## config.mk

```make
export PLATFORM = sky130hd
export DESIGN_NAME = dei_top
export DESIGN_NICKNAME = d
export VERILOG_FILES = /design/src/hw/dei_pkg.sv /design/src/hw/dei_chan_if.sv /design/src/hw/dei_channel.sv /design/src/hw/dei_top.sv
export SDC_FILE = /design/constraint.sdc
export NUM_CORES = 1
export LEC_CHECK = 0
export BUFFER_PORTS_ARGS = -buffer_cell sky130_fd_sc_hd__buf_4
export CAP_MARGIN = 25
export CORE_ASPECT_RATIO = 1.4
export CORE_MARGIN = 5
export CORE_UTILIZATION = 30
export CTS_BUF_LIST = sky130_fd_sc_hd__clkbuf_8
export CTS_CLUSTER_SIZE = 16
export DETAILED_ROUTE_END_ITERATION = 12
export SYNTH_ARGS = -nofsm -noshare
export SYNTH_HDL_FRONTEND = slang
export SYNTH_HIERARCHICAL = 1
export SYNTH_SLANG_ARGS = --single-unit
```

## constraint.sdc

```tcl
create_clock -name hclk -period 5.9 [get_ports hclk]
set_input_delay 0.59 -clock hclk [delete_from_list [all_inputs] [get_ports hclk]]
set_output_delay 0.59 -clock hclk [all_outputs]
set_load 0.005 [all_outputs]
```

## src/hw/dei_pkg.sv

```systemverilog
// constants shared by the dual encoder interrupt and clock-mode block
package dei_pkg;
    // ====================================================================
    // register byte offsets
    localparam logic [7:0]  OFS_INT        = 8'h00;
    localparam logic [7:0]  OFS_CLK        = 8'h04;
    localparam logic [7:0]  OFS_MODE       = 8'h08;
    localparam logic [7:0]  OFS_COUNT_A    = 8'h0c;
    localparam logic [7:0]  OFS_COUNT_B    = 8'h10;
    // ====================================================================
    // field positions of the interrupt register
    localparam int          INT_FLAG_LSB   = 8;
    localparam int          INT_ALLOW_LSB  = 0;
    localparam int          EVT_A_POS      = 0;
    localparam int          EVT_A_NEG      = 1;
    localparam int          EVT_B_POS      = 2;
    localparam int          EVT_B_NEG      = 3;
    // ====================================================================
    // field positions of the mode register
    localparam int          MODE_MASK_LSB  = 8;
    localparam int          MODE_COMPL     = 5;
    localparam int          MODE_GLITCH    = 4;
    localparam int          MODE_CASCADE   = 3;
    localparam int          MODE_INDEX     = 2;
    localparam int          MODE_HOLD      = 1;
    localparam int          MODE_ACTIVE    = 0;
    localparam logic [15:0] MODE_WR_MASK   = 16'hff3f;
    // ====================================================================
    // reset values
    localparam logic [3:0]  RST_FLAGS      = 4'h0;
    localparam logic [3:0]  RST_ALLOW      = 4'h0;
    localparam logic [3:0]  RST_CLK_SEL    = 4'h0;
    localparam logic [15:0] RST_MODE       = 16'h0000;
    localparam logic [15:0] RST_COUNT      = 16'h0000;
    // ====================================================================
    // sample clock select codes
    localparam logic [3:0]  SEL_BASE_25M   = 4'h0;
    localparam logic [3:0]  SEL_RESERVED   = 4'h1;
    localparam int          SEL_TC_LSB     = 2;
    localparam int          SEL_PROG_LSB   = 8;
    localparam int          SEL_STRB_LSB   = 12;
    localparam int          SEL_NSTRB_LSB  = 14;
    // ====================================================================
    // timing
    localparam int          SYS_CLK_HZ     = 100_000_000;
    localparam int          BASE_TICK_HZ   = 25_000_000;
    localparam int          BASE_TICK_DIV  = SYS_CLK_HZ / BASE_TICK_HZ;
    localparam int          GLITCH_SAMPLES = 4;
    localparam logic [15:0] COUNT_MAX      = 16'hffff;
    localparam logic [15:0] COUNT_MIN      = 16'h0000;
endpackage : dei_pkg

```

## src/hw/dei_chan_if.sv

```systemverilog
// carrier between the top level and one encoder channel decoder
`timescale 1ns/1ps
`default_nettype none
interface dei_chan_if;
    logic       tick;        // sample clock tick, one cycle
    logic [1:0] pos_in;      // {b+, a+} raw pins
    logic [1:0] neg_in;      // {b-, a-} raw pins
    logic [7:0] transition_block_mask;
    logic       complementary_input_select;
    logic       glitch_on;
    logic       step_up;     // one-cycle count up
    logic       step_down;   // one-cycle count down

    modport top  (output tick, pos_in, neg_in, transition_block_mask,
                  complementary_input_select, glitch_on,
                  input step_up, step_down);
    modport chan (input tick, pos_in, neg_in, transition_block_mask,
                  complementary_input_select, glitch_on,
                  output step_up, step_down);
endinterface : dei_chan_if
`default_nettype wire

```

## src/hw/dei_channel.sv

```systemverilog
// one quadrature channel: pin sync, pair check, glitch filter, step decode
`timescale 1ns/1ps
`default_nettype none
module dei_channel (
    // clock and reset
    input  wire logic  hclk,
    input  wire logic  hresetn,
    // channel carrier
    dei_chan_if.chan   ch
);
    // ====================================================================
    // pin synchronisers: {b-, a-, b+, a+}
    logic [3:0] s1, s2, s3, lvl;
    logic [3:0] next_lvl;
    logic [1:0] raw, samp, acc, prev;
    logic [1:0] next_samp, next_acc;
    logic [1:0][2:0] cnt, next_cnt;

    // a level counts once stages two and three agree
    always_comb begin
        for (int i = 0; i < 4; i++) begin
            next_lvl[i] = (s2[i] == s3[i]) ? s3[i] : lvl[i];
        end
    end

    // pair check: in complementary mode a line moves only if + and - differ
    always_comb begin
        for (int i = 0; i < 2; i++) begin
            if (!ch.complementary_input_select) begin
                raw[i] = lvl[i];
            end else if (lvl[i] != lvl[i+2]) begin
                raw[i] = lvl[i];
            end else begin
                raw[i] = samp[i];
            end
        end
    end

    // ====================================================================
    // glitch filter, counted in sample ticks, one lane per line
    always_comb begin
        next_samp = samp;
        next_cnt  = cnt;
        next_acc  = acc;
        for (int i = 0; i < 2; i++) begin
            if (ch.tick) begin
                next_samp[i] = raw[i];
                if (raw[i] != samp[i]) begin
                    next_cnt[i] = 3'h1;
                end else if (cnt[i] < 3'(dei_pkg::GLITCH_SAMPLES)) begin
                    next_cnt[i] = cnt[i] + 3'h1;
                end
                if (!ch.glitch_on) begin
                    next_acc[i] = raw[i];
                end else if (next_cnt[i] == 3'(dei_pkg::GLITCH_SAMPLES)) begin
                    next_acc[i] = raw[i];
                end
            end
        end
    end

    always_ff @(posedge hclk or negedge hresetn) begin
        if (!hresetn) begin
            s1   <= 4'h0;
            s2   <= 4'h0;
            s3   <= 4'h0;
            lvl  <= 4'h0;
            samp <= 2'h0;
            cnt  <= '0;
            acc  <= 2'h0;
            prev <= 2'h0;
        end else begin
            s1   <= {ch.neg_in, ch.pos_in};
            s2   <= s1;
            s3   <= s2;
            lvl  <= next_lvl;
            samp <= next_samp;
            cnt  <= next_cnt;
            acc  <= next_acc;
            prev <= acc;
        end
    end

    // ====================================================================
    // step decode from previous and current {b,a}; a set mask bit blocks it
    always_comb begin
        ch.step_up   = 1'b0;
        ch.step_down = 1'b0;
        case ({prev, acc})
            4'b00_10: ch.step_down = ~ch.transition_block_mask[7];
            4'b10_11: ch.step_down = ~ch.transition_block_mask[6];
            4'b11_01: ch.step_down = ~ch.transition_block_mask[5];
            4'b01_00: ch.step_down = ~ch.transition_block_mask[4];
            4'b10_00: ch.step_up   = ~ch.transition_block_mask[3];
            4'b11_10: ch.step_up   = ~ch.transition_block_mask[2];
            4'b01_11: ch.step_up   = ~ch.transition_block_mask[1];
            4'b00_01: ch.step_up   = ~ch.transition_block_mask[0];
            default: begin
                ch.step_up   = 1'b0;   // no move, or a skipped state
                ch.step_down = 1'b0;
            end
        endcase
    end
endmodule : dei_channel
`default_nettype wire

```

## src/hw/dei_top.sv

```systemverilog
// dual encoder: interrupt, sample clock select and mode registers on ahb-lite
//
// How it works
// - channel B counter wrapping down from 0x0000 to 0xFFFF sets B underflow flag.
// - channel B counter wrapping up from 0xFFFF to 0x0000 sets B overflow flag.
// - channel A counter wrapping down from 0x0000 to 0xFFFF sets A underflow flag.
// - channel A counter wrapping up from 0xFFFF to 0x0000 sets A overflow flag.
// - flags stay set until software writes one there; all reset to zero.
// - four enable bits let each rollover raise the interrupt; reset to zero.
// - flags sit at bits 11..8, enables at 3..0; other bits read zero.
// - four-bit sample clock select in bits 3..0, resets zero, upper bits zero.
// - select codes: 25 MHz, reserved, six timer counts, four clocks, strobes.
// - mode: mask 15..8, complementary 5, glitch 4, cascade 3, index 2, hold 1, on 0.
// - a mask bit of one stops its transition from moving the counter.
// - complementary mode accepts a change only while + and - inputs differ.
// - glitch filter accepts a level held for four sample clock cycles.
// - cascade joins both 16-bit counters into one 32-bit counter.
`timescale 1ns/1ps
`default_nettype none
module dei_top (
    // clock and reset
    input  wire logic        hclk,
    input  wire logic        hresetn,
    // ahb-lite slave
    input  wire logic        hsel,
    input  wire logic [7:0]  haddr,
    input  wire logic [1:0]  htrans,
    input  wire logic        hwrite,
    input  wire logic [2:0]  hsize,
    input  wire logic [31:0] hwdata,
    input  wire logic        hready,
    output logic [31:0]      hrdata,
    output logic             hreadyout,
    output logic             hresp,
    // encoder pins, {b, a} per vector
    input  wire logic [1:0]  chan_a_pos_in,
    input  wire logic [1:0]  chan_a_neg_in,
    input  wire logic [1:0]  chan_b_pos_in,
    input  wire logic [1:0]  chan_b_neg_in,
    // sample clock sources
    input  wire logic [5:0]  timer_tc,
    input  wire logic [3:0]  prog_clk,
    input  wire logic [1:0]  strobe,
    // interrupt
    output logic             irq
);
    // ====================================================================
    // declarations
    typedef enum logic [1:0] {BUS_IDLE, BUS_WRITE, BUS_WDONE} dei_bus_e;
    dei_bus_e    bus_state, next_bus_state;
    logic [7:0]  wr_addr, next_wr_addr;
    logic [31:0] next_hrdata;
    logic        addr_ok;
    logic [3:0]  flags, next_flags;
    logic [3:0]  allow, next_allow;
    logic [3:0]  clk_sel, next_clk_sel;
    logic [15:0] mode, next_mode;
    logic [15:0] count_a, count_b, next_count_a, next_count_b;
    logic [3:0]  rollover;
    logic        wr_int, wr_clk, wr_mode;
    logic [11:0] src_s1, src_s2, src_s3, src_lvl, next_src_lvl;
    logic [15:0] src_tick;
    logic [1:0]  div, next_div;
    logic        tick;
    logic        run, up_a, dn_a, up_b, dn_b;

    dei_chan_if  if_a ();
    dei_chan_if  if_b ();

    // ====================================================================
    // ahb-lite decode; a write takes one wait state so that a read right
    // behind it already sees the new value
    assign addr_ok   = hsel && hready && htrans[1];
    assign hreadyout = (bus_state != BUS_WRITE);
    assign hresp     = 1'b0;

    always_comb begin
        next_bus_state = bus_state;
        next_wr_addr   = wr_addr;
        case (bus_state)
            BUS_IDLE, BUS_WDONE: begin
                next_bus_state = BUS_IDLE;
                if (addr_ok && hwrite) begin
                    next_bus_state = BUS_WRITE;
                    next_wr_addr   = haddr;
                end
            end
            BUS_WRITE: next_bus_state = BUS_WDONE;
            default:   next_bus_state = BUS_IDLE;
        endcase
    end

    assign wr_int  = (bus_state == BUS_WRITE) && (wr_addr == dei_pkg::OFS_INT);
    assign wr_clk  = (bus_state == BUS_WRITE) && (wr_addr == dei_pkg::OFS_CLK);
    assign wr_mode = (bus_state == BUS_WRITE) && (wr_addr == dei_pkg::OFS_MODE);

    // read data captured at the address phase; unmapped reads give zero
    always_comb begin
        next_hrdata = hrdata;
        if (addr_ok && !hwrite) begin
            case (haddr)
                dei_pkg::OFS_INT:     next_hrdata = {20'h0, flags, 4'h0, allow};
                dei_pkg::OFS_CLK:     next_hrdata = {28'h0, clk_sel};
                dei_pkg::OFS_MODE:    next_hrdata = {16'h0, mode};
                dei_pkg::OFS_COUNT_A: next_hrdata = {16'h0, count_a};
                dei_pkg::OFS_COUNT_B: next_hrdata = {16'h0, count_b};
                default:              next_hrdata = 32'h0;
            endcase
        end
    end

    // ====================================================================
    // register writes; a rollover in the clearing cycle wins over the clear
    always_comb begin
        next_allow   = allow;
        next_clk_sel = clk_sel;
        next_mode    = mode;
        next_flags   = flags;
        if (wr_int) begin
            next_allow = hwdata[dei_pkg::INT_ALLOW_LSB +: 4];
            next_flags = flags & ~hwdata[dei_pkg::INT_FLAG_LSB +: 4];
        end
        if (wr_clk) begin
            next_clk_sel = hwdata[3:0];
        end
        if (wr_mode) begin
            next_mode = hwdata[15:0] & dei_pkg::MODE_WR_MASK;
        end
        next_flags = next_flags | rollover;
    end

    // interrupt level: any flag with its enable
    assign irq = |(flags & allow);

    // ====================================================================
    // sample clock sources: three-stage sync, edge once stages agree
    always_comb begin
        for (int i = 0; i < 12; i++) begin
            next_src_lvl[i] = (src_s2[i] == src_s3[i]) ? src_s3[i] : src_lvl[i];
        end
    end

    // base tick divides the system clock down to 25 MHz
    assign next_div = (div == 2'(dei_pkg::BASE_TICK_DIV - 1)) ? 2'h0 : div + 2'h1;

    always_comb begin
        src_tick     = 16'h0;
        src_tick[0]  = (div == 2'(dei_pkg::BASE_TICK_DIV - 1));
        src_tick[dei_pkg::SEL_TC_LSB +: 6]   = next_src_lvl[5:0] & ~src_lvl[5:0];
        src_tick[dei_pkg::SEL_PROG_LSB +: 4] = next_src_lvl[9:6] & ~src_lvl[9:6];
        src_tick[dei_pkg::SEL_STRB_LSB +: 2] = next_src_lvl[11:10] & ~src_lvl[11:10];
        src_tick[dei_pkg::SEL_NSTRB_LSB +: 2] = ~next_src_lvl[11:10] & src_lvl[11:10];
    end

    // the reserved code leaves the position at zero, so nothing is sampled
    assign tick = src_tick[clk_sel];

    // ====================================================================
    // channel decoders
    assign if_a.tick                       = tick;
    assign if_a.pos_in                     = chan_a_pos_in;
    assign if_a.neg_in                     = chan_a_neg_in;
    assign if_a.transition_block_mask      = mode[dei_pkg::MODE_MASK_LSB +: 8];
    assign if_a.complementary_input_select = mode[dei_pkg::MODE_COMPL];
    assign if_a.glitch_on                  = mode[dei_pkg::MODE_GLITCH];
    assign if_b.tick                       = tick;
    assign if_b.pos_in                     = chan_b_pos_in;
    assign if_b.neg_in                     = chan_b_neg_in;
    assign if_b.transition_block_mask      = mode[dei_pkg::MODE_MASK_LSB +: 8];
    assign if_b.complementary_input_select = mode[dei_pkg::MODE_COMPL];
    assign if_b.glitch_on                  = mode[dei_pkg::MODE_GLITCH];

    dei_channel u_chan_a (
        .hclk    (hclk),
        .hresetn (hresetn),
        .ch      (if_a.chan)
    );

    dei_channel u_chan_b (
        .hclk    (hclk),
        .hresetn (hresetn),
        .ch      (if_b.chan)
    );

    // ====================================================================
    // counters; hold freezes them, in cascade B only moves on A's wrap
    assign run  = mode[dei_pkg::MODE_ACTIVE] && !mode[dei_pkg::MODE_HOLD];
    assign up_a = run && if_a.step_up;
    assign dn_a = run && if_a.step_down;

    always_comb begin
        rollover = 4'h0;
        rollover[dei_pkg::EVT_A_POS] = up_a && (count_a == dei_pkg::COUNT_MAX);
        rollover[dei_pkg::EVT_A_NEG] = dn_a && (count_a == dei_pkg::COUNT_MIN);
        if (mode[dei_pkg::MODE_CASCADE]) begin
            up_b = rollover[dei_pkg::EVT_A_POS];
            dn_b = rollover[dei_pkg::EVT_A_NEG];
        end else begin
            up_b = run && if_b.step_up;
            dn_b = run && if_b.step_down;
        end
        rollover[dei_pkg::EVT_B_POS] = up_b && (count_b == dei_pkg::COUNT_MAX);
        rollover[dei_pkg::EVT_B_NEG] = dn_b && (count_b == dei_pkg::COUNT_MIN);
        next_count_a = count_a;
        next_count_b = count_b;
        if (up_a) begin
            next_count_a = count_a + 16'h1;
        end else if (dn_a) begin
            next_count_a = count_a - 16'h1;
        end
        if (up_b) begin
            next_count_b = count_b + 16'h1;
        end else if (dn_b) begin
            next_count_b = count_b - 16'h1;
        end
    end

    // ====================================================================
    // state registers
    always_ff @(posedge hclk or negedge hresetn) begin
        if (!hresetn) begin
            bus_state <= BUS_IDLE;
            wr_addr   <= 8'h00;
            hrdata    <= 32'h0;
            flags     <= dei_pkg::RST_FLAGS;
            allow     <= dei_pkg::RST_ALLOW;
            clk_sel   <= dei_pkg::RST_CLK_SEL;
            mode      <= dei_pkg::RST_MODE;
            count_a   <= dei_pkg::RST_COUNT;
            count_b   <= dei_pkg::RST_COUNT;
            src_s1    <= 12'h0;
            src_s2    <= 12'h0;
            src_s3    <= 12'h0;
            src_lvl   <= 12'h0;
            div       <= 2'h0;
        end else begin
            bus_state <= next_bus_state;
            wr_addr   <= next_wr_addr;
            hrdata    <= next_hrdata;
            flags     <= next_flags;
            allow     <= next_allow;
            clk_sel   <= next_clk_sel;
            mode      <= next_mode;
            count_a   <= next_count_a;
            count_b   <= next_count_b;
            src_s1    <= {strobe, prog_clk, timer_tc};
            src_s2    <= src_s1;
            src_s3    <= src_s2;
            src_lvl   <= next_src_lvl;
            div       <= next_div;
        end
    end
endmodule : dei_top
`default_nettype wire

```

=== Word level (Yosys, flattened, before mapping) ===
Index checks and enable logic that the tools add are counted.

* Add/sub/neg operators: 9
* Order comparisons: 5
* Equality and inequality tests: 64
* Mux-type cells: 57
* Bitwise logic cells: 20
* Reductions and logical operators: 32

{| class="wikitable"
|+ Operators by type and width
! cell !! number
|-
| one-hot mux 16 bit (5 select lines) || 1
|-
| 2-to-1 mux 16 bit || 4
|-
| 2-to-1 mux 3 bit || 12
|-
| adder 16 x 1 -> 16 bit, second input constant || 2
|-
| equality test 16 bit, second input constant || 2
|-
| equality test 4 bit, second input constant || 8
|-
| zero test 16 bit || 2
|-
| 2-to-1 mux 1 bit || 32
|-
| subtractor 16 x 1 -> 16 bit, second input constant || 2
|-
| equality test 8 x 4 -> 1 bit, second input constant || 3
|-
| equality test 1 bit || 20
|-
| equality test 4 x 3 -> 1 bit, second input constant || 4
|-
| equality test 8 x 3 -> 1 bit, second input constant || 2
|-
| logical AND 1 bit || 16
|-
| zero test 8 bit || 2
|-
| one-hot mux 1 bit (4 select lines) || 4
|-
| adder 3 x 1 -> 3 bit, second input constant || 4
|-
| AND 4 bit || 3
|-
| equality test 3 bit, second input constant || 4
|-
| < comparator 3 bit, second input constant || 4
|-
| inequality test 2 x 1 -> 1 bit, second input constant || 5
|-
| AND reduction 2 bit || 5
|-
| equality test 4 x 1 -> 1 bit, second input constant || 2
|-
| equality test 4 x 2 -> 1 bit, second input constant || 2
|-
| other kinds (22) || 42
|}

* Register bits after elaboration: 206
* Input bits: 70

=== Depth between registers and ports, before layout ===
* Depth in word-level cells: 10
* Mapped depth: 16
* Gate-level depth less buffers: 16

=== Modules after synthesis ===
The synthesis kept the hierarchy.

{| class="wikitable"
|+ By module, submodules not included
! module !! times used !! cells each !! area an instance (um^2) !! sequential area each (um^2)
|-
| dei_top || 1 || 595 || 6,507.5 || 3,353.2
|-
| dei_channel at u_chan_b || 1 || 101 || 1,172.4 || 700.7
|-
| dei_channel at u_chan_a || 1 || 98 || 1,152.4 || 700.7
|}

=== Worst setup path after synthesis ===
No wires, ideal clock.

* Kind: reg2reg
* From: register u_chan_a.acc[1]
* To: register count_b[14]
* Library setup time: 0.124 ns
* Arrival: 3.763 ns
* Data required time: 5.776 ns
* Slack: 2.013 ns
* Cell stages (with the launch flop): 17
* Path buffers: 0
* Cell sequence: dfrtp_1 > or2_2 > o22ai_1 > nand2_1 > o21ai_0 > nand3b_1 > nor3_1 > nand3_1 > nand2_1 > xnor2_1 > ha_1 > nor4_1 > nand2b_1 > nor4_1 > nor4bb_1 > a22oi_1 > xnor2_1

* Cells in the longest elaborated chain, start to end: 6
* Elaborated cells on any way between the ends: 18
* Those cells by class: eq/ne: 8; mux: 5; reduce/logical: 5

{| class="wikitable"
|+ RTL lines
! element !! line !! source
|-
| from (decl) || dei_channel.sv:15 || <nowiki>logic [1:0] raw, samp, acc, prev;</nowiki>
|-
| from (signal assigned) || dei_channel.sv:79 || <nowiki>acc <= next_acc;</nowiki>
|-
| equality test 4 x 1 -> 1 bit, or another cell as far along || dei_channel.sv:89 || <nowiki>case ({prev, acc})</nowiki>
|-
| one-hot mux 1 bit (4 select lines) (*) || dei_channel.sv:89 ||
|-
| named net if_a.step_up || dei_chan_if.sv:11 || <nowiki>logic step_up;</nowiki>
|-
| logical AND 1 bit (*) || dei_top.sv:188 || <nowiki>assign up_a = run && if_a.step_up;</nowiki>
|-
| logical AND 1 bit (*) || dei_top.sv:193 || <nowiki>rollover[dei_pkg::EVT_A_POS] = up_a && (count_a == dei_pkg::COUNT_MAX);</nowiki>
|-
| 2-to-1 mux 1 bit (*) || dei_top.sv:195 || <nowiki>if (mode[dei_pkg::MODE_CASCADE]) begin</nowiki>
|-
| 2-to-1 mux 16 bit / nonzero test 2 bit (equally long branches) || - ||
|-
| to (signal assigned) || dei_top.sv:230 || <nowiki>count_b <= dei_pkg::RST_COUNT;</nowiki>
|-
| to (signal assigned) || dei_top.sv:245 || <nowiki>count_b <= next_count_b;</nowiki>
|-
| to (decl) || dei_top.sv:58 || <nowiki>logic [15:0] count_a, count_b, next_count_a, next_count_b;</nowiki>
|}

The timed path passes the listed nets; every way through them passes the cells marked *.
A chain may end at the register's enable or synchronous reset.

=== Worst setup path in the final report ===
Ends and elaborated chain as after synthesis.

==> reports/metrics.cfg <==
[status]
status=finished, final reports clean

[clocking]
post_cts_resized=0
cts_max_level=4
clock_tree.buffer_depth=2
cts.sinks=190
cts-root-buf=clkbuf_8
postCtsSetupBuffers=0
cts_hold_buf=0
cts_tree=yes
numCtsBuffers=17
cts.clk_slew.worst_paths_ns=0.12
clkLatencyLatePin_ns=0.48

[timing]
slew_headroom=0.434
rsz0062_at_grt=false
hold_violations=0
slew_viol_final=0
fmax_ghz=0.236
period_minus_slack_ns=4.23
fin_crit_sh=0.718
finalSetupViolCount=0
worstMarginPinSlew_ns=0.845
finClkSkew_ns=0.0208
setup-tns-final_ns=0

[routing]
wl_per_cell_um=15.6
vias=6240
first_pass_iters=5
drtAntennaViolNets=0
drtIter0Drc=399
wl_mm=19.5
drc_errors=0
detail_route.vias_per_cell=4.99

[die]
start_util=0.303
rows=74
coreArea_um2=29200
dieArea_um2=33000
dieWidth_um=155
io_pins=105
die_y_um=213

[synthesis]
synth-edff-count=0
avgSynthCellArea_um2=11.1
synth_warnings=6
syn-cell-area_um2=8830
async_reset_ff_frac=1.00
synth-main-ff-cell=dfrtp_1
ys_ff_latch=190
synthesis.instances=794
ys_seq_area_frac=0.538
ys_types=75

[place]
hpwl_mm=14.3
gp_congestion=0.877
place.port_buffers=65

[min_path]
hold_class=in2async

[critical_path]
cp_slowest_cell=dfrtp_1
start_kind=flip-flop
reg2reg_depth=16
path_buf_inv=0
arrival_ns=4.61
r2r_setup_slack_ns=1.67
slowest_delay_ns=0.44
cp_top_family=simple AND/OR/NAND/NOR gates
crit_type=reg2reg
cp_cell_sequence=or2_2 > o22ai_1 > nand2_1 > o21ai_0 > nand3b_1 > nor3_1 > nand3_1 > nand2_1 > xnor2_1 > ha_1 > nor4_1 > nand2b_1 > nor4_1 > nor4bb_1 > a22oi_1 > xnor2_1
reg2reg_from=u_chan_a/acc[1]
startpoint=u_chan_a/acc[1]
critPathMaxFanout=8
required_ns=6.27
rr_endpoint=count_b[14]
end_kind=flip-flop

[power]
vdd_drop_max_uv=145
p_leak_nw=4.28
p_per_area_nw_per_um2=392

[global_route]
grt_overflow_total=0
grt_first_pass_wirelength_mm=32.4
grt_pass1_vias=6268
antenna_found_initial=0
track_usage=0.122
grt_max_degree=75

[layout]
area_growth_pct=14.5
n_fill_cell=2925
final_core_utilization=0.347
n_antenna_cell=0
final_net_count=948
drive_gt1_frac=0.176

[flow_run]
maxCapViolations=0

==> kinds of logic (layout without fill, tap and decap cells) <==
logic type	count (synthesis)	count (layout)	share of synthesized area
AOI/OAI and AO/OA	195	195	0.137
xor gates and xnor gates	31	31	0.0307
adders and majority gates	41	41	0.0533
buffers and inverters	64	124	0.0356
DFF	190	190	0.538
muxes	54	54	0.0660
other	1	17	0.000425
and+or+nand+nor	218	218	0.138
==> routing by layer <==
metal  track usage  wire length [um]  vias to the layer above  part of all wire
met5             0                 0                        -                 0
met4        0.0515               541                        0             0.028
met3        0.0207               672                       32             0.034
met2         0.211              9990                      154              0.51
met1         0.151              8310                     3055              0.43
li1              -                 -                     2999                 -
==> sequential cells by signal, summed over array words and instances (netlist names), 6 cells and up <==
register and count:
count_a 16, count_b 16, hrdata 16, mode 14, src_lvl 12, src_s1 12
src_s2 12, src_s3 12, u_chan_a/cnt 6, u_chan_b/cnt 6, wr_addr 8
==> cells in the mapped netlist, types with 4 or more instances <==
library cell  number  share of area
dfrtp_1          190           0.54
nand2_1           60          0.025
a21oi_1           56          0.032
o21ai_0           49          0.028
nor2_1            34          0.014
mux2_2            33          0.042
xnor2_1           22          0.022
ha_1              20          0.028
maj3_1            20          0.023
mux2i_1           20          0.023
clkbuf_1          19         0.0081
inv_1             19         0.0081
buf_4             18          0.015
nor3_1            15         0.0085
nand3_1           13         0.0074
a22o_1            12          0.012
nand2b_1          11         0.0078
nor3b_1           10         0.0085
o22ai_1            9         0.0064
or4_1              9         0.0076
xor2_1             9         0.0089
a22oi_1            8         0.0068
nor4_1             8         0.0057
a31oi_1            7         0.0050
nand3b_1           7         0.0059
o21ai_1            7         0.0040
nand4_1            6         0.0043
or2_2              6         0.0043
a211oi_1           5         0.0043
a221oi_1           5         0.0050
nand4b_1           5         0.0050
a21o_1             4         0.0034
and3_1             4         0.0028
nor2b_1            4         0.0028
nor4bb_1           4         0.0045
o21a_1             4         0.0034
==> placed cells by master, fill, tap and decap left out, drive strengths merged, types with 20 or more instances in the layout <==
cell,n
maj3,20
ha,20
a21oi,57
dfrtp,190
nor2,34
buf,72
mux2i,20
mux2,34
inv,27
o21ai,56
xnor2,22
nand2,61
==> power by group <==
group          internal [mW]  switching, mW
Combinational          0.568          0.617
Sequential              1.54          0.336
Clock                  0.405          0.502
Total                   2.51           1.46
==> through the flow <==
stage               setup WS (ns)  hold WS [ns]  instance area (um2)  power (mW)  cells
finish                       1.67         0.124                10100        3.96   1250
global route                 1.16         0.133                10100        4.26   1250
CTS                          1.70         0.106                10100        4.01   1249
detailed placement           1.74         0.335                 9670        3.08   1217
global placement             1.80         0.333                 9660        3.04   1215
floorplan                    2.01         0.294                 8890        2.74    810
==> worst max path at each step <==
stage	end	depth (start not counted)	slack (ns)
final	count_b[14]	16	1.67
after global routing	count_b[14]	16	1.16
after CTS	count_b[14]	16	1.70
after detailed placement	count_b[14]	16	1.74
after global placement	count_b[14]	16	1.80
after floorplan	count_b[14]	16	2.01
==> area by class of cell <==
type / instances / area (um2) / share of cell area
clock buffers: 18 / 248 / 0.0245
well taps: 380 / 475 / 0.0470
clock inverters: 14 / 170 / 0.0168
repair buffers: 73 / 569 / 0.0563
multi-input cells: 556 / 3820 / 0.378
flip-flops and latches: 190 / 4750 / 0.470
inverters: 19 / 71.3 / 0.00705
Note: power is estimated with default switching activity, not from simulation.
